## src/logic/hsps_pkg.sv

```systemverilog
// Constants and types for the host serial port selection block
package hsps_pkg;
  // ----------------------------------------------------------------
  // Clock and timing
  // ----------------------------------------------------------------
  localparam int          CLK_PERIOD_NS   = 40;
  localparam int          CHAR_TIME_US    = 1042;
  localparam int          CHAR_CYC_DEF    = (CHAR_TIME_US * 1000) / CLK_PERIOD_NS;
  localparam int          UART_DEF_BAUD   = 9600;
  // Straps are judged only once the pin filter has settled after reset
  localparam logic [2:0]  BOOT_CNT_MAX    = 3'h4;
  // ----------------------------------------------------------------
  // Pin function codes
  // ----------------------------------------------------------------
  localparam logic [2:0]  PF_PERIPH       = 3'h1;
  localparam logic [2:0]  ATTN_FN_SPI     = 3'h1;
  localparam logic [2:0]  DPI_FN_ON       = 3'h6;
  localparam logic [2:0]  FLOW_FN_ON      = 3'h1;
  localparam logic [1:0]  FRAME_TRANSP    = 2'h0;
  // ----------------------------------------------------------------
  // Receive buffer
  // ----------------------------------------------------------------
  localparam logic [9:0]  RX_DEPTH        = 10'h100;
  localparam logic [9:0]  CTS_OFF_FREE    = 10'h011;
  localparam logic [9:0]  CTS_ON_FREE     = 10'h022;
  // ----------------------------------------------------------------
  // Pin sampler bit positions
  // ----------------------------------------------------------------
  localparam int          PIN_CFG         = 0;
  localparam int          PIN_FORCE       = 1;
  localparam int          PIN_SCK         = 2;
  localparam int          PIN_SS          = 3;
  localparam int          PIN_MOSI        = 4;
  localparam int          PIN_RTS         = 5;
  localparam int          PIN_W           = 6;
  localparam logic [5:0]  PIN_RST         = 6'h3F;

  typedef enum logic [2:0] {SEL_BOOT, SEL_FORCE, SEL_BOTH, SEL_UART, SEL_SPI} hsps_sel_type;
endpackage

```

## src/logic/hsps_port_select.sv

```systemverilog
// Serial port selection, SPI slave and UART-side flow control
`timescale 1ns/100ps
module hsps_port_select
  import hsps_pkg::*;
#(
  parameter int CHAR_CYC = CHAR_CYC_DEF
)(
  input  wire logic        clk_sys,
  input  wire logic        arst_n,
  input  wire logic        uart_cfg_pin,
  input  wire logic        uart_tx_force_spi,
  input  wire logic        spi_sck,
  input  wire logic        slave_select_low,
  input  wire logic        spi_mosi,
  input  wire logic        rts_n,
  output logic             spi_miso,
  output logic             spi_miso_oe,
  output logic             host_attention_n,
  output logic             host_attention_oe,
  output logic             data_pending_indicator,
  output logic             cts_n,
  input  wire logic        uart_in_pin_periph,
  input  wire logic        uart_out_pin_periph,
  input  wire logic [2:0]  attention_pin_function,
  input  wire logic [2:0]  clock_pin_function,
  input  wire logic [2:0]  select_pin_function,
  input  wire logic [2:0]  slave_in_pin_function,
  input  wire logic [2:0]  slave_out_pin_function,
  input  wire logic [2:0]  request_to_send_setting,
  input  wire logic [2:0]  clear_to_send_setting,
  input  wire logic [1:0]  frame_escape_setting,
  input  wire logic [7:0]  packetization_timeout,
  input  wire logic [7:0]  max_packet_chars,
  input  wire logic        cmd_seq_seen,
  output logic [2:0]       eff_attention_fn,
  output logic [2:0]       eff_clock_fn,
  output logic [2:0]       eff_select_fn,
  output logic [2:0]       eff_slave_in_fn,
  output logic [2:0]       eff_slave_out_fn,
  output logic [2:0]       active_sel,
  output logic             uart_default_cfg,
  output logic             command_mode,
  output logic             escaped_framing,
  output logic             modem_status_req,
  input  wire logic        uart_rx_valid,
  input  wire logic [7:0]  uart_rx_data,
  input  wire logic        uart_core_ready,
  output logic             uart_out_strobe,
  output logic [7:0]       uart_out_data,
  output logic             rxq_push,
  output logic [7:0]       rxq_data,
  input  wire logic        rxq_pop,
  output logic             rx_drop,
  output logic             packetize,
  input  wire logic        tx_in_valid,
  output logic             tx_in_ready,
  input  wire logic [7:0]  tx_in_data,
  input  wire logic        rf_pkt_offer,
  input  wire logic [7:0]  rf_pkt_len,
  input  wire logic [9:0]  tx_space_free,
  output logic             rf_pkt_accept,
  output logic             rf_pkt_drop
);
  typedef struct packed {
    hsps_sel_type sel;
    logic [2:0]   boot_cnt;
    logic         cfg_def;
    logic         cmd_mode;
    logic         forced;
    logic         status_pend;
    logic         sck_q;
    logic         ss_q;
    logic [7:0]   shin;
    logic [2:0]   bitcnt;
    logic [7:0]   shout;
    logic         shout_valid;
    logic         miso;
    logic         miso_oe;
    logic         attn_n;
    logic         attn_oe;
    logic         dpi_n;
    logic         cts_n;
    logic [9:0]   level;
    logic         push;
    logic [7:0]   rx_data;
    logic         drop;
    logic [7:0]   chars;
    logic [23:0]  idle;
    logic         pktz;
    logic         acc;
    logic         rej;
    logic         ustrobe;
    logic [7:0]   udata;
    logic         msreq;
    logic [14:0]  eff;
  } hsps_top_type;

  hsps_top_type      r;
  hsps_top_type      n;
  logic [PIN_W-1:0]  pin_q;
  logic              spi_in_valid;
  logic              spi_in_ready;
  logic              spi_buf_valid;
  logic [7:0]        spi_buf_data;
  logic              spi_pop;
  logic              uart_in_valid;
  logic              uart_in_ready;
  logic              uart_buf_valid;
  logic [7:0]        uart_buf_data;
  logic              uart_pop;
  logic              uart_en;
  logic              spi_en;
  logic              spi_live;
  logic              uart_live;
  logic              ss_act;
  logic              rx_ev;
  logic              rx_spi;
  logic [7:0]        rx_byte;
  logic [9:0]        free;
  logic              transp;
  logic [23:0]       idle_lim;

  hsps_sync u_sync (
    .clk_sys (clk_sys),
    .arst_n  (arst_n),
    .pins    ({rts_n, spi_mosi, slave_select_low, spi_sck, uart_tx_force_spi, uart_cfg_pin}),
    .pins_q  (pin_q)
  );

  hsps_buf2 u_spi_buf (
    .clk_sys   (clk_sys),
    .arst_n    (arst_n),
    .in_valid  (spi_in_valid),
    .in_ready  (spi_in_ready),
    .in_data   (tx_in_data),
    .out_valid (spi_buf_valid),
    .out_ready (spi_pop),
    .out_data  (spi_buf_data)
  );

  hsps_buf2 u_uart_buf (
    .clk_sys   (clk_sys),
    .arst_n    (arst_n),
    .in_valid  (uart_in_valid),
    .in_ready  (uart_in_ready),
    .in_data   (tx_in_data),
    .out_valid (uart_buf_valid),
    .out_ready (uart_pop),
    .out_data  (uart_buf_data)
  );

  // ----------------------------------------------------------------
  // Port enables and routing
  // ----------------------------------------------------------------
  assign uart_en   = uart_in_pin_periph && uart_out_pin_periph;
  assign spi_en    = (slave_out_pin_function == PF_PERIPH) && (slave_in_pin_function == PF_PERIPH)
                  && (select_pin_function == PF_PERIPH) && (clock_pin_function == PF_PERIPH);
  assign spi_live  = (r.sel == SEL_SPI) || (r.sel == SEL_BOTH);
  assign uart_live = (r.sel == SEL_UART) || (r.sel == SEL_BOTH);
  assign ss_act    = !pin_q[PIN_SS] && spi_live;
  // Tx stream goes to the UART once UART or both ports are chosen, until SPI is chosen
  assign spi_in_valid  = tx_in_valid && (r.sel == SEL_SPI);
  assign uart_in_valid = tx_in_valid && uart_live;
  assign tx_in_ready   = (r.sel == SEL_SPI) ? spi_in_ready : (uart_live && uart_in_ready);
  assign free          = RX_DEPTH - r.level;
  assign transp        = (r.sel == SEL_UART) && (frame_escape_setting == FRAME_TRANSP) && !r.cmd_mode;
  assign idle_lim      = 24'(packetization_timeout * CHAR_CYC);

  // ----------------------------------------------------------------
  // Next state
  // ----------------------------------------------------------------
  always_comb begin
    n         = r;
    spi_pop   = 1'b0;
    uart_pop  = 1'b0;
    rx_ev     = 1'b0;
    rx_spi    = 1'b0;
    rx_byte   = uart_rx_data;
    n.push    = 1'b0;
    n.drop    = 1'b0;
    n.pktz    = 1'b0;
    n.acc     = 1'b0;
    n.rej     = 1'b0;
    n.ustrobe = 1'b0;
    n.msreq   = 1'b0;
    n.sck_q   = pin_q[PIN_SCK];
    n.ss_q    = pin_q[PIN_SS];
    // SPI slave, mode 0: sample on rise, shift on fall, MSB first
    if (!ss_act) begin
      n.bitcnt = 3'h0;
    end else if (r.ss_q) begin
      n.bitcnt      = 3'h0;
      n.status_pend = 1'b0;
      n.shout_valid = spi_buf_valid;
      spi_pop       = spi_buf_valid;
      if (spi_buf_valid) begin
        n.shout = spi_buf_data;
        n.miso  = spi_buf_data[7];
      end
    end else if (!r.sck_q && pin_q[PIN_SCK]) begin
      n.shin   = {r.shin[6:0], pin_q[PIN_MOSI]};
      n.bitcnt = r.bitcnt + 3'h1;
      if (r.bitcnt == 3'h7) begin
        rx_ev   = 1'b1;
        rx_spi  = 1'b1;
        rx_byte = {r.shin[6:0], pin_q[PIN_MOSI]};
      end
    end else if (r.sck_q && !pin_q[PIN_SCK]) begin
      if (r.bitcnt == 3'h0) begin
        n.shout_valid = spi_buf_valid;
        spi_pop       = spi_buf_valid;
        if (spi_buf_valid) begin
          n.shout = spi_buf_data;
          n.miso  = spi_buf_data[7];
        end
      end else if (r.shout_valid) begin
        n.shout = {r.shout[6:0], 1'b0};
        n.miso  = r.shout[6];
      end
      // Empty buffer: miso simply holds its last value
    end
    n.miso_oe = ss_act;
    if (uart_live && uart_rx_valid && !rx_ev) begin
      rx_ev = 1'b1;
    end
    // Port selection
    case (r.sel)
      SEL_BOOT: begin
        if (r.boot_cnt == BOOT_CNT_MAX) begin
          if (!pin_q[PIN_CFG]) begin
            n.cfg_def  = 1'b1;
            n.cmd_mode = 1'b1;
            n.sel      = SEL_UART;
          end else if (!pin_q[PIN_FORCE]) begin
            n.sel = SEL_FORCE;
          end else if (uart_en && spi_en) begin
            n.sel = SEL_BOTH;
          end else if (spi_en) begin
            n.sel = SEL_SPI;
          end else begin
            n.sel = SEL_UART;
          end
        end else begin
          n.boot_cnt = r.boot_cnt + 3'h1;
        end
      end
      SEL_FORCE: begin
        n.forced      = 1'b1;
        n.status_pend = 1'b1;
        n.msreq       = 1'b1;
        n.sel         = SEL_SPI;
      end
      SEL_BOTH: begin
        if (!pin_q[PIN_SS] || rx_spi) begin
          n.sel = SEL_SPI;
        end else if (uart_rx_valid) begin
          n.sel = SEL_UART;
        end
      end
      default: begin
      end
    endcase
    // Forced pin functions live in flops, so any reset reverts them
    n.eff = {attention_pin_function, clock_pin_function, select_pin_function,
             slave_in_pin_function, slave_out_pin_function};
    if (n.forced) begin
      n.eff = {(attention_pin_function == 3'h0) ? ATTN_FN_SPI : attention_pin_function,
               PF_PERIPH, PF_PERIPH, PF_PERIPH, PF_PERIPH};
    end
    // Receive buffer accounting
    if (rx_ev && (r.level == RX_DEPTH)) begin
      n.drop = 1'b1;
    end else if (rx_ev) begin
      n.push    = 1'b1;
      n.rx_data = rx_byte;
    end
    n.level = r.level + {9'h000, n.push} - {9'h000, rxq_pop && (r.level != 10'h000)};
    if (clear_to_send_setting != FLOW_FN_ON) begin
      n.cts_n = 1'b0;
    end else if (free <= CTS_OFF_FREE) begin
      n.cts_n = 1'b1;
    end else if (free >= CTS_ON_FREE) begin
      n.cts_n = 1'b0;
    end
    // Transparent packetization
    if (transp) begin
      if (n.push) begin
        n.chars = r.chars + 8'h01;
        n.idle  = 24'h000000;
      end else if (r.chars != 8'h00) begin
        n.idle = r.idle + 24'h000001;
      end
      if ((n.push && (packetization_timeout == 8'h00)) || cmd_seq_seen
          || (n.chars == max_packet_chars)
          || ((r.chars != 8'h00) && !n.push && (n.idle >= idle_lim))) begin
        n.pktz  = 1'b1;
        n.chars = 8'h00;
        n.idle  = 24'h000000;
      end
    end
    // Whole radio packets only
    if (rf_pkt_offer) begin
      n.acc = ({2'b00, rf_pkt_len} <= tx_space_free);
      n.rej = ({2'b00, rf_pkt_len} > tx_space_free);
    end
    // UART output, paused while request-to-send is negated
    if (uart_buf_valid && uart_core_ready && !r.ustrobe
        && !((request_to_send_setting == FLOW_FN_ON) && pin_q[PIN_RTS])) begin
      uart_pop  = 1'b1;
      n.ustrobe = 1'b1;
      n.udata   = uart_buf_data;
    end
    n.dpi_n   = !((attention_pin_function == DPI_FN_ON) && uart_buf_valid);
    n.attn_oe = (r.eff[14:12] == ATTN_FN_SPI) && (r.sel == SEL_SPI);
    n.attn_n  = !((r.sel == SEL_SPI) && (spi_buf_valid || r.status_pend));
  end

  always_ff @(posedge clk_sys or negedge arst_n) begin
    if (!arst_n) begin
      r        <= '0;
      r.sel    <= SEL_BOOT;
      r.ss_q   <= 1'b1;
      r.attn_n <= 1'b1;
      r.dpi_n  <= 1'b1;
    end else begin
      r <= n;
    end
  end

  // ----------------------------------------------------------------
  // Outputs
  // ----------------------------------------------------------------
  assign spi_miso               = r.miso;
  assign spi_miso_oe            = r.miso_oe;
  assign host_attention_n       = r.attn_n;
  assign host_attention_oe      = r.attn_oe;
  assign data_pending_indicator = r.dpi_n;
  assign cts_n                  = r.cts_n;
  assign {eff_attention_fn, eff_clock_fn, eff_select_fn, eff_slave_in_fn, eff_slave_out_fn} = r.eff;
  assign active_sel             = r.sel;
  assign uart_default_cfg       = r.cfg_def;
  assign command_mode           = r.cmd_mode;
  // SPI is never escaped, whatever the setting says
  assign escaped_framing        = (r.sel == SEL_UART) && (frame_escape_setting == 2'h2);
  assign modem_status_req       = r.msreq;
  assign uart_out_strobe        = r.ustrobe;
  assign uart_out_data          = r.udata;
  assign rxq_push               = r.push;
  assign rxq_data               = r.rx_data;
  assign rx_drop                = r.drop;
  assign packetize              = r.pktz;
  assign rf_pkt_accept          = r.acc;
  assign rf_pkt_drop            = r.rej;
endmodule

```

## src/logic/hsps_sync.sv

```systemverilog
// Three-stage pin sampler with agreement filter
`timescale 1ns/100ps
module hsps_sync
  import hsps_pkg::*;
(
  input  wire logic             clk_sys,
  input  wire logic             arst_n,
  input  wire logic [PIN_W-1:0] pins,
  output logic      [PIN_W-1:0] pins_q
);
  typedef struct packed {
    logic [PIN_W-1:0] s1;
    logic [PIN_W-1:0] s2;
    logic [PIN_W-1:0] s3;
    logic [PIN_W-1:0] q;
  } hsps_sync_type;

  hsps_sync_type r;
  hsps_sync_type n;

  // ----------------------------------------------------------------
  // Next state
  // ----------------------------------------------------------------
  always_comb begin
    n    = r;
    n.s1 = pins;
    n.s2 = r.s1;
    n.s3 = r.s2;
    // A bit moves only once stages two and three agree
    n.q  = (~(r.s2 ^ r.s3) & r.s2) | ((r.s2 ^ r.s3) & r.q);
  end

  always_ff @(posedge clk_sys or negedge arst_n) begin
    if (!arst_n) begin
      r <= {4{PIN_RST}};
    end else begin
      r <= n;
    end
  end

  assign pins_q = r.q;
endmodule

```

## src/logic/hsps_buf2.sv

```systemverilog
// Two-entry byte buffer with valid/ready on both sides
`timescale 1ns/100ps
module hsps_buf2
  import hsps_pkg::*;
(
  input  wire logic       clk_sys,
  input  wire logic       arst_n,
  input  wire logic       in_valid,
  output logic            in_ready,
  input  wire logic [7:0] in_data,
  output logic            out_valid,
  input  wire logic       out_ready,
  output logic      [7:0] out_data
);
  typedef struct packed {
    logic [1:0][7:0] mem;
    logic [1:0]      cnt;
  } hsps_buf2_type;

  hsps_buf2_type r;
  hsps_buf2_type n;
  logic          push;
  logic          pop;

  // ----------------------------------------------------------------
  // Entry 0 is always the head
  // ----------------------------------------------------------------
  always_comb begin
    n    = r;
    push = in_valid && (r.cnt != 2'h2);
    pop  = out_ready && (r.cnt != 2'h0);
    if (pop) begin
      n.mem[0] = r.mem[1];
    end
    if (push) begin
      n.mem[(pop ? r.cnt - 2'h1 : r.cnt) == 2'h0 ? 0 : 1] = in_data;
    end
    n.cnt = r.cnt + {1'b0, push} - {1'b0, pop};
  end

  always_ff @(posedge clk_sys or negedge arst_n) begin
    if (!arst_n) begin
      r <= '0;
    end else begin
      r <= n;
    end
  end

  assign in_ready  = (r.cnt != 2'h2);
  assign out_valid = (r.cnt != 2'h0);
  assign out_data  = r.mem[0];
endmodule

```

## config.mk

```make
export PLATFORM = sky130hd
export DESIGN_NAME = hsps_port_select
export DESIGN_NICKNAME = d
export VERILOG_FILES = /design/src/logic/hsps_pkg.sv /design/src/logic/hsps_port_select.sv /design/src/logic/hsps_sync.sv /design/src/logic/hsps_buf2.sv
export SDC_FILE = /design/constraint.sdc
export NUM_CORES = 1
export LEC_CHECK = 0
export BUFFER_PORTS_ARGS = -buffer_cell sky130_fd_sc_hd__buf_2
export CAP_MARGIN = 30
export CORE_ASPECT_RATIO = 1.2
export CORE_MARGIN = 4
export CORE_UTILIZATION = 45
export CTS_CLUSTER_DIAMETER = 100
export DETAILED_ROUTE_END_ITERATION = 16
export GPL_TIMING_DRIVEN = 0
export SLEW_MARGIN = 20
export SYNTH_ARGS = -nofsm -noshare
export SYNTH_HDL_FRONTEND = slang
export SYNTH_SLANG_ARGS = --single-unit
```

## constraint.sdc

```tcl
create_clock -name clk_sys -period 8.3 [get_ports clk_sys]
set_input_delay 1.245 -clock clk_sys [delete_from_list [all_inputs] [get_ports clk_sys]]
set_output_delay 1.245 -clock clk_sys [all_outputs]
set_load 0.01 [all_outputs]
```

## After elaboration in Yosys (flattened, before gate mapping)

Index checks and enable logic that the tools add are counted.

- Register bits after elaboration: 176
- Input bits: 89
- Word-level logic and storage cells: 243

- Add/sub/neg operators: 13
- Multipliers: 1
- Magnitude comparators: 9
- Eq/ne operators: 23
- Muxes and demuxes: 71
- Bitwise operators: 9
- Reduce and logical (&&, ||, !) cells: 77

Operators by type and width:

| cell | count |
|---|---|
| two-way mux 8 bit | 15 |
| two-way mux 24 bit | 3 |
| >= comparator 32 x 1 -> 1 bit, second input constant | 2 |
| < comparator 32 x 3 -> 1 bit, second input constant | 2 |
| logical AND 1 bit | 34 |
| two-way mux 33 bit | 1 |
| bitwise mux 16 bit | 2 |
| two-way mux 3 bit | 10 |
| two-way mux 9 bit | 3 |
| two-way mux 1 bit | 26 |
| adder 24 x 1 -> 24 bit, second input constant | 1 |
| >= comparator 24 x 23 -> 1 bit | 1 |
| multiplier 8 x 14 -> 22 bit, second input constant | 1 |
| equality test 3 x 1 -> 1 bit, second input constant | 7 |
| two-way mux 10 bit | 2 |
| demux 8 bit (select 1 bit) | 2 |
| two-way mux 15 bit | 1 |
| two-way mux 13 bit | 1 |
| bitwise AND 6 bit | 2 |
| equality test 3 bit, second input constant | 4 |
| nonzero test 2 bit | 6 |
| adder 10 x 1 -> 10 bit | 1 |
| equality test 10 x 9 -> 1 bit, second input constant | 1 |
| >= comparator 10 x 6 -> 1 bit, second input constant | 1 |
| 33 further kinds | 74 |

## Depth between registers and ports, before layout

Gate-level depths: netlist (run 1).

- Word-level depth: 17
- Depth in mapped cells: 25
- Depth with buffers taken out: 24

## Cells and area by module

Synthesis (run 1) repeated with hierarchy kept, for this count alone.

- Cells, all modules: 1138
- Area total of the unflattened synthesis: 11712.5 um2

Modules (own cells, without submodules):

| module | instances | cells each | area an instance (um2) | sequential area each (um2) |
|---|---|---|---|---|
| hsps_port_select | 1 | 966 | 9127.5 | 2881.5 |
| hsps_buf2 | 2 | 68 | 920.9 | 450.4 |
| hsps_sync | 1 | 36 | 743.2 | 630.6 |

## Worst setup path after synthesis (run 1)

No wires, ideal clock.

- Kind: input -> register
- Start point: input port packetization_timeout[5]
- End point: register r[39] in the netlist's numbering
- Setup time: 0.104 ns
- Arrival: 6.165 ns
- Data required time: 8.196 ns
- Path slack: 2.032 ns
- Stages on the path: 21
- Buffers on the path: 1
- Cells stage by stage: fa_1 inv_1 fa_1 inv_1 fa_1 fa_1 ha_1 a21o_1 a31oi_1 o211ai_1 a2111o_1 o211ai_1 ha_1 nand4_1 a21oi_1 a2111oi_0 nand2_1 o32ai_4 nand2_4 buf_6 o41ai_2

- Longest elaborated chain between the ends: 6
- Elaborated cells on any way between the ends: 9
- Classes of those cells: 1 x mul; 1 x order compare; 1 x mux; 6 x reduce/logical

Ends and longest elaborated chain:

| item | RTL line | RTL |
|---|---|---|
| from (decl) | hsps_port_select.sv:32 | `input wire logic [7:0] packetization_timeout,` |
| branches (longest 4 deep; another with >= comparator 24 x 23 -> 1 bit) | - |  |
| logical OR 1 bit (*) | hsps_port_select.sv:295 | `\|\| ((r.chars != 8'h00) && !n.push && (n.idle >= idle_lim))) begin` |
| two-way mux 33 bit (*) | hsps_port_select.sv:293 | `if ((n.push && (packetization_timeout == 8'h00)) \|\| cmd_seq_seen` |
| to (signal assigned) | hsps_port_select.sv:326 | `r <= n;` |
| to (decl) | hsps_port_select.sv:98 | `hsps_top_type r;` |

Mark *: on every way between the ends.
A chain may end at the register's enable or synchronous reset.

## Final worst setup path (run 1)

- Start point: input port packetization_timeout[6]
- End point: register r[47] in the netlist's numbering

The elaborated chain is that of the path after synthesis.

==> results by stage, run 1 <==
Die:
- The number of top-level design ports is 140.
- The vertical die dimension is 182.9 um.
- The initial cell density of the core is 0.4604.
- The floorplan has 63 rows.
- The die outline width is 153.7 um.
- The placeable core region is 24910 um^2.
- The floorplan step defined a die boundary enclosing between 20000 and 30000 um^2.

Place:
- The number of buffer cells added on primary ports is 139.
- Including well taps, the total number of placed cells is 1633.
- The cell area after placement is 12620 um^2.
- The wire-length estimate of the detail-placed layout is 19400 um.
- The congestion estimate from routability-driven global placement came to 0.8435.

Timing:
- The clock period minus final worst setup slack is 6.727 ns.
- The max-slew headroom at the worst pin is 0.4254.
- Setup repair after global routing left no endpoint under its margin.
- After routing, the total negative slack on setup checks comes to 0 ns.
- The count of endpoints failing hold in the final timing report came to 0.
- Of the available clock period, the critical path in the final layout requires 0.8105.
- The actual transition at the worst max-transition pin is 0.8600 ns.
- The final setup violation count is 0.
- On the final layout, the worst clock skew is 0.01799 ns.
- The peak clock frequency supported by timing is between 100 and 150 MHz.
- The total count of max-transition violations in the final report is 0.

CTS:
- In this run, CTS created clock tree buffers numbering 17.
- The H-tree was split into 4 levels.
- The clock reaches the later pin of the worst-skew pair after 0.44 ns.
- In this run, post-CTS hold repair placed 0 buffers.
- The post-CTS clock slew at the launch and capture registers of the worst setup and hold paths is 0.07 ns.
- The CTS root buffer is clkbuf_16.
- The clock sink total is 175.
- The CTS tree is built.
- The number of buffers between clock root and the deepest sink is 2.
- The number of gates resized after CTS is 0.
- Buffers added to address setup during post-CTS repair amount to 0.

Synth:
- The cell count after synthesis is 1167.
- The synthesized cell area is 11470 um^2.
- The number of flops mapped to enable cells by yosys is 0.
- The number of nets in the synthesized netlist is 1397.
- In the post-synthesis netlist, the biggest area contributors are dfrtp_1 (32%), ha_1 (13%), dfstp_2 (6.2%), inv_1 (4.0%), nand2_1 (4.0%).
- The share of synthesized area in the top cell type comes to 0.3230.
- The unique cell type count in the Yosys netlist is 73.
- The post-synthesis async set-or-reset flop share is 1.000.
- The number of flip-flops and latches in the synthesized netlist is 175.
- Among all flip-flop cells after synthesis, the most frequent one is dfrtp_1.
- The sequential-to-total area share from yosys stat is 0.3848.
- The largest area contributor in the synthesized netlist is dfrtp_1.
- The synthesized area per cell is 9.826 um^2.
- During synthesis, Yosys emitted a total of 0 warnings.

Layout:
- The final net count is 1557.
- After routing the design area is 13260 um^2.
- The proportion of layout cells with a drive suffix above 1 is 0.2313.
- Relative to the synthesized area, the layout overhead comes to 15.65%.
- The share of the core filled with cells is 0.5324.
- The total inserted antenna cells is 0.
- The count of non-filler cells in the finished layout is 1665.

Setup path:
- The critical path goes through buf_2 > inv_1 > ha_1 > inv_1 > fa_1 > fa_1 > inv_1 > fa_1 > ha_1 > a21o_1 > a31oi_1 > o211ai_1 > a2111o_1 > o211ai_1 > ha_1 > nand4_1 > a21oi_1 > a2111oi_0 > nand2_1 > o32ai_4 > nand2_4 > buf_6 > o41ai_2.
- In this run the critical register-to-register path is launched from r[71].
- Of all nets on the critical path, the largest fanout is 10.
- The largest single stage delay on the critical path is 0.55 ns.
- Data on the critical path is required at its endpoint by 8.63 ns.
- The type of element capturing the critical path is a flip-flop.
- Together, buffers and inverters on the worst path number 5.
- The cell with the largest stage delay on the worst path is fa_1.
- The kind of cell with the highest combined delay along the critical path is adder cells.
- STA puts the critical path data arrival time at 7.05 ns.
- The worst setup path is of the primary input to flip-flop kind.
- The worst setup path is launched from a primary input.
- The critical path starts at packetization_timeout[6].

Pwr:
- Power spread over the standard cell area amounts to between 200 and 250 nW/um^2.
- The peak supply drop is 130.9 uV.
- The static leakage is 6.539 nW.

Routing:
- The final layout contains routed wiring with a total length of ~25000 um.
- The number of DRC violations after detailed-routing iteration 0 is ~350.
- The total iterations of the first detailed-routing run is 5.
- The number of design rule violations left after detail routing is 0.
- The remaining antenna violation count after routing is 0.
- The average wire per cell in the routed design is around 15 um.
- After detailed routing, the number of vias per cell comes to about 5.1.
- The number of vias after detailed routing is 8550.

Global route:
- The total global-route track usage is 0.1839.
- The initial antenna violation count is 1.
- The global-route wire length before repair is about 43000 um.
- The via count of the first global-routing pass is 9010.
- The total overflow left after global routing is 0.
- The maximum number of pins on one net before global-route repair is between 90 and 100.

Run status:
- The flow ran to the end, and the final reports show no timing, DRC or antenna violations.

Worst hold path:
- The class of the worst hold path is flip-flop to flip-flop.
- The worst hold path begins at u_sync.n[14].

Flow run:
- The max capacitance violation total is 0.
## kinds of logic after synthesis
kind of cell / synth area share
xor+xnor: 0.05270
fa+ha+maj: 0.1728
mux: 0.04877
simple gates: 0.1448
buf+inv: 0.07910
compound gates: 0.1170
flops: 0.3848
## final cells by class
type	instances	area, um^2
Clock buffer	17	425.4
Sequential cell	175	4413
Clock inverter	15	217.7
Fill cell	2361	11650
Multi-Input combinational cell	794	6153
Tap cell	325	406.6
Inverter	125	469.2
Timing Repair Buffer	141	738.2
Buffer	73	437.9
## synth_stat cells (22+ instances only)
cell and count:
o21ai_0 38, a21oi_1 36, nand3_1 24, dfrtp_1 148
ha_1 120, xnor2_1 48, nor2_1 75, mux2_2 39
nand2_1 123, dfstp_2 27, nand4_1 22, inv_1 123
buf_4 36
## worst paths after layout
| kind | slack (ns) | depth (start not counted) | end |
|---|---|---|---|
| worst max-delay path | 1.57 | 23 | r[47] |
| worst min-delay path | 0.36 | 0 | u_sync.n[8] |
| worst max register to register | 2.83 | 21 | r[47] |
| worst min register to register | 0.36 | 0 | u_sync.n[8] |
| max in group asynchronous | 6.59 | 2 | u_sync.n[10] |
| min in group asynchronous | 0.81 | 1 | eff_slave_in_fn[2] |
## where the power goes
group,total (mW),internal (mW),switching (mW),leakage [nW]
registers,1.06,0.986,0.0768,2.19
logic,1.20,0.539,0.662,4.04
clock network,0.854,0.426,0.428,0.310
total,3.12,1.95,1.17,6.54
## sequential cells by signal (all words and copies together), names as in the netlist, 6 cells and up, named ones only
register	cells
uart_out_data	8
u_uart_buf.r	10
u_uart_buf.out_data	8
u_spi_buf.r	10
u_spi_buf.out_data	8
rxq_data	8
u_sync.r	6
u_sync.n	12
r	67
## metrics by stage
step	worst slack [ns]	total power [mW]	hold slack (ns)
4_1_cts	1.557	3.167	0.3592
3_5_place_dp	1.087	2.294	0.3476
3_3_place_gp	1.189	2.266	0.3454
6_report	1.573	3.118	0.3591
2_1_floorplan	2.032	1.993	0.3452
5_1_grt	1.006	3.379	0.3645
## placed cells by master (no fill, tap or decap), drive strengths merged, types with 6 or more instances in the layout
cell / netlist / layout
buf: 53 / 194
mux2i: 12 / 12
xnor2: 48 / 48
mux2: 39 / 39
nand3: 24 / 24
o21bai: 10 / 10
nor4: 9 / 9
o211ai: 11 / 11
fa: 21 / 21
maj3: 6 / 6
a31oi: 16 / 16
a21oi: 36 / 36
and2: 13 / 13
ha: 120 / 120
a21boi: 6 / 6
clkinv: 1 / 6
dfstp: 27 / 27
or3: 8 / 8
dfrtp: 148 / 148
o21ai: 38 / 38
clkbuf: 20 / 37
nor3: 18 / 18
inv: 124 / 134
nand4: 23 / 23
o21a: 7 / 7
a21o: 8 / 8
nor2: 75 / 75
xor2: 21 / 21
nand2: 124 / 124
o41ai: 15 / 15
nor2b: 6 / 6
and3: 15 / 15
## metal layers
| metal | GRT usage | vias to the layer above | share of wire |
|---|---|---|---|
| met3 | 0.02974 | 31 | 0.027 |
| met2 | 0.3382 | 118 | 0.53 |
| met1 | 0.2231 | 4091 | 0.43 |
| met4 | 0.05053 | 2 | 0.018 |
| li1 | - | 4308 | - |
| met5 | 0 | - | 0.00040 |
(Power assumes the default switching activity.)
==> run 2: changes to the inputs <==
- ABC_AREA: not set -> 1
- PLACE_DENSITY: not set -> 0.67
- clock period: 8.3 -> 5.6 ns (I/O delays scaled with it)
==> run 2 against run 1 <==
Effect of this change:
- clock power grew 38%
- first-iteration DRC count grew 34%
- cell area grew 4.3%
- sequential cell count is the same
- critical path depth grew 4
- area after synthesis grew 3.3%
- via count grew 13%
- clock skew is essentially flat
- critical path type unchanged
- highest routed layer unchanged
==> results by stage, run 2 <==
Synth:
- After synthesis, the most frequently instantiated cells are nand2_1 (284), inv_1 (249), dfrtp_1 (148), ha_1 (120).
- The most instantiated library cell after synthesis is nand2_1.
- The sequential-to-total area share from yosys stat is 0.3726 (-0.01220).
- Ranked by total cell area, the synthesized netlist is headed by dfrtp_1 (31%), ha_1 (13%), nand2_1 (9.0%), inv_1 (7.9%), dfstp_2 (6.0%).
- The count of yosys warnings during synthesis is 0 (unchanged).
- The cell count after synthesis is 1430 (+23%).
- The top-area cell type share of the netlist area is 0.3127 (-0.01024).
- The post-synthesis async set-or-reset flop share is 1.000 (unchanged).
- The synthesized cell area is 11840 um^2 (+3.3%).
- The largest total area in the synthesized netlist belongs to dfrtp_1.
- The number of flops mapped to enable cells by yosys is 0 (unchanged).
- The most used flip-flop cell after synthesis is dfrtp_1.
- The number of flip-flops and latches in the synthesized netlist is 175 (unchanged).
- The synthesized net count was 1660 (+19%).
- The synthesized area per cell is 8.282 um^2 (-16%).
- The unique cell type count in the Yosys netlist is 51 (-30%).

Timing:
- Setup repair after global routing could not meet its margin everywhere.
- The worst path in the final design needs a cycle of 5.425 ns, including I/O delays and setup.
- The setup TNS is 0 ns (unchanged).
- The count of endpoints failing hold in the final timing report is 0 (unchanged).
- The total count of max-transition violations in the final report is 0 (unchanged).
- The part of the cycle the worst path needs is 0.9687.
- Static timing analysis puts the maximum clock frequency at 184.3 MHz.
- The worst-case clock skew is 0.01792 ns (-0.00007280 ns).
- The actual transition at the worst max-transition pin is 0.7191 ns (-0.1408 ns).
- The worst setup slack after layout is 0.1750 ns (-1.398 ns).
- The max-slew headroom at the worst pin is 0.5206 (+0.09512).
- The final setup violation count is 0 (unchanged).

Pwr:
- The total power of the final layout came to 5.022 mW (+61%).
- The areal power density over the cells is 363.0 nW/um^2 (+54%).
- The peak supply drop came to 252.9 uV (+93%).
- The static leakage was 7.182 nW (+9.8%).

Setup path:
- The highest net fanout along the worst path came to 8 (-2).
- The endpoint required time on the critical path is 5.95 ns (-2.68 ns).
- STA classifies the critical path endpoint as a flip-flop.
- In this run the critical register-to-register path is launched from r[71].
- The critical path startpoint is packetization_timeout[7].
- The count of cells along the worst register-to-register path is 23 (+9.5%).
- The worst-case register-to-register setup slack came to 1.19 ns (-1.64 ns).
- The critical path ends at r[29].
- The worst register-to-register path ends at r[78].
- The critical path is of the primary input to flip-flop type.
- The arrival time reported for the critical path endpoint is 5.78 ns (-1.27 ns).
- STA classifies the critical path startpoint as a primary input.

CTS:
- The clock network latency to the later pin of the worst-skew pair is 0.43 ns (about the same).
- TritonCTS built the clock tree.
- The number of buffers between clock root and the deepest sink was 2 (unchanged).
- The count of hold-fix buffers inserted at cts is 0 (unchanged).
- The clock sink total is 175 (unchanged).
- The CTS root buffer is clkbuf_16.
- The number of levels the H-tree was split into came to 4 (unchanged).
- The post-CTS clock slew at the launch and capture registers of the worst setup and hold paths is 0.07 ns (about the same).
- The CTS buffer count is 17 (unchanged).

Layout:
- The proportion of layout cells with a drive suffix above 1 is 0.2083 (-0.02301).
- The area used by multi-input combinational logic is 6157 um^2 (about the same).
- The flip-flop count of the largest register after layout is 67 (unchanged).
- The area growth from synthesis to layout is 16.84%.
- Counting flops per register, the top entry is r.
- Leaving out fill and tap cells, the most frequent cell in the layout is nand2_1.
- In the layout the commonest cells are nand2_1 (280), inv_1 (244), dfrtp_1 (148).
- The register area is 4413 um^2 (unchanged).
- The final net count was 1825 (+17%).
- The count of filler cells inserted in the layout is 2431 (+3.0%).

Flow run:
- The max capacitance violation total is 0 (unchanged).

Routing:
- The total iterations of the first detailed-routing run is 5 (unchanged).
- The remaining antenna violation count after routing came to 0 (unchanged).
- The final wirelength was 26510 um (+6.0%).
- The number of DRC violations after detailed-routing iteration 0 is 466 (+34%).
- The average wire per cell in the routed design is 13.66 um (-9.0%).
- The number of design rule violations left after detail routing came to 0 (unchanged).
- The routed via count divided by cell count came to 4.981 (-3.0%).
- The number of vias after detailed routing was 9664 (+13%).

Place:
- The HPWL after detailed placement is 20740 um (+6.9%).
- The worst setup timing slack at the placement stage was -0.4678 ns (-1.555 ns).
- The number of buffer cells added on primary ports was 139 (unchanged).
- The routability-driven placement congestion ratio is 0.8761 (+3.9%).

Worst hold path:
- The worst hold path cell count was 0 (unchanged).
- The min-delay analysis places its worst path in the category flip-flop to flip-flop.

Die:
- The count of standard-cell rows was 64 (+1.6%).
- The die outline width is 156.1 um (+1.5%).
- The area of the die came to 28990 um^2 (+3.1%).
- The initial cell density of the core came to 0.4607 (about the same).
- The vertical die dimension is 185.7 um (+1.6%).
- The number of top-level design ports is 140 (unchanged).
- The placeable core region is 25700 um^2 (+3.2%).

Run status:
- The run finished with clean final reports.

Global route:
- The maximum number of pins on one net before global-route repair came to 98 (+7.7%).
- The total global-route track usage is 0.1858 (+0.001947).
- The via count of the first global-routing pass is 9564 (+6.1%).
- The global-route wire length before repair is 44530 um (+3.3%).
- The final global-route overflow total is 0 (unchanged).
- The initial antenna violation count came to 3 (+2).
run 2: cell count changes in the layout (fill, tap and decap cells not counted), moves of 19 or more:
cell	previous run	this run
a21oi_1	36	55
inv_1	123	244
nand2_1	123	280
o21ai_0	38	86
mux2_2	39	0
xnor2_1	48	9
a21oi_2	0	19
run 2: area by class of cell:
| type | count | area share |
|---|---|---|
| antenna | 2 | 0.0003617 |
| buffer | 68 | 0.03382 |
| clock inverter | 13 | 0.01112 |
| clock buffer | 19 | 0.03129 |
| multi-input combinational | 933 | 0.4450 |
| sequential | 175 | 0.3189 |
| inverter | 254 | 0.06890 |
| tap | 330 | 0.02984 |
| timing repair buffer | 146 | 0.06077 |
run 2: worst min path at each step:
stage                  from            to
2_1_floorplan  u_sync.n[16]  u_sync.n[10]
3_3_place_gp   u_sync.n[15]   u_sync.n[9]
3_5_place_dp   u_sync.n[13]   u_sync.n[7]
4_1_cts        u_sync.n[14]   u_sync.n[8]
5_1_grt        u_sync.n[12]   u_sync.n[6]
6_report       u_sync.n[14]   u_sync.n[8]
run 2: cells by family (layout without fill, tap and decap cells):
| family | Yosys count | in the layout | synth area share |
|---|---|---|---|
| simple gates | 495 | 495 | 0.1850 |
| flops | 175 | 175 | 0.3726 |
| other cells | 0 | 2 | 0 |
| buf+inv | 322 | 500 | 0.1186 |
| xor+xnor | 47 | 47 | 0.03476 |
| compound gates | 244 | 244 | 0.1216 |
| fa+ha+maj | 147 | 147 | 0.1674 |
run 2: repair_timing:
item / CTS / global route
buffers inserted: 0 / 4
endpoints found under the hold margin: 0 / 0
endpoints found under the setup margin: 10 / 33
pin swaps: 0 / 20
resized for setup: 1 / 47
gates cloned: 0 / 2
run 2: power by group:
part / switching [mW] / internal [mW]
Clock: 0.545 / 0.636
Combinational: 1.25 / 0.904
Sequential: 0.147 / 1.54
Total: 1.94 / 3.08
run 2: worst max-delay path: stages:
cell and delay, ns:
buf_12 0.11, fa_2 0.56, inv_2 0.04, fa_2 0.52
inv_2 0.04, fa_2 0.33, fa_1 0.50, ha_4 0.34
nand2_4 0.06, nor3_2 0.16, nand2_1 0.07, o211ai_1 0.12
nand3_1 0.11, nand2_1 0.10, a31oi_1 0.10, xor2_1 0.16
ha_1 0.33, a21oi_2 0.14, o21ai_2 0.07, a221oi_2 0.26
nand2_1 0.08, inv_1 0.06, nand2_1 0.05, nand2_2 0.07
nand3_4 0.18, clkbuf_16 0.23, a21oi_2 0.11
run 2: per-stage QoR:
step / util / hold WS (ns) / cells / instance area (um^2)
after floorplan: - / 0.3452 / 1430 / 11840
after global placement: 0.5038 / 0.3456 / 1899 / 12950
after detailed placement: 0.5053 / 0.3472 / 1900 / 12990
after CTS: 0.5282 / 0.3561 / 1932 / 13580
after global routing: 0.5382 / 0.3579 / 1939 / 13830
final: 0.5383 / 0.3552 / 1940 / 13840
run 2: per-layer routing:
metal | wire (um) | vias up | GRT usage
met5 | 7 | - | 0
li1 | - | 4883 | -
met1 | 11310 | 4485 | 0.2283
met2 | 13350 | 243 | 0.3339
met3 | 1202 | 51 | 0.03000
met4 | 638 | 2 | 0.05903
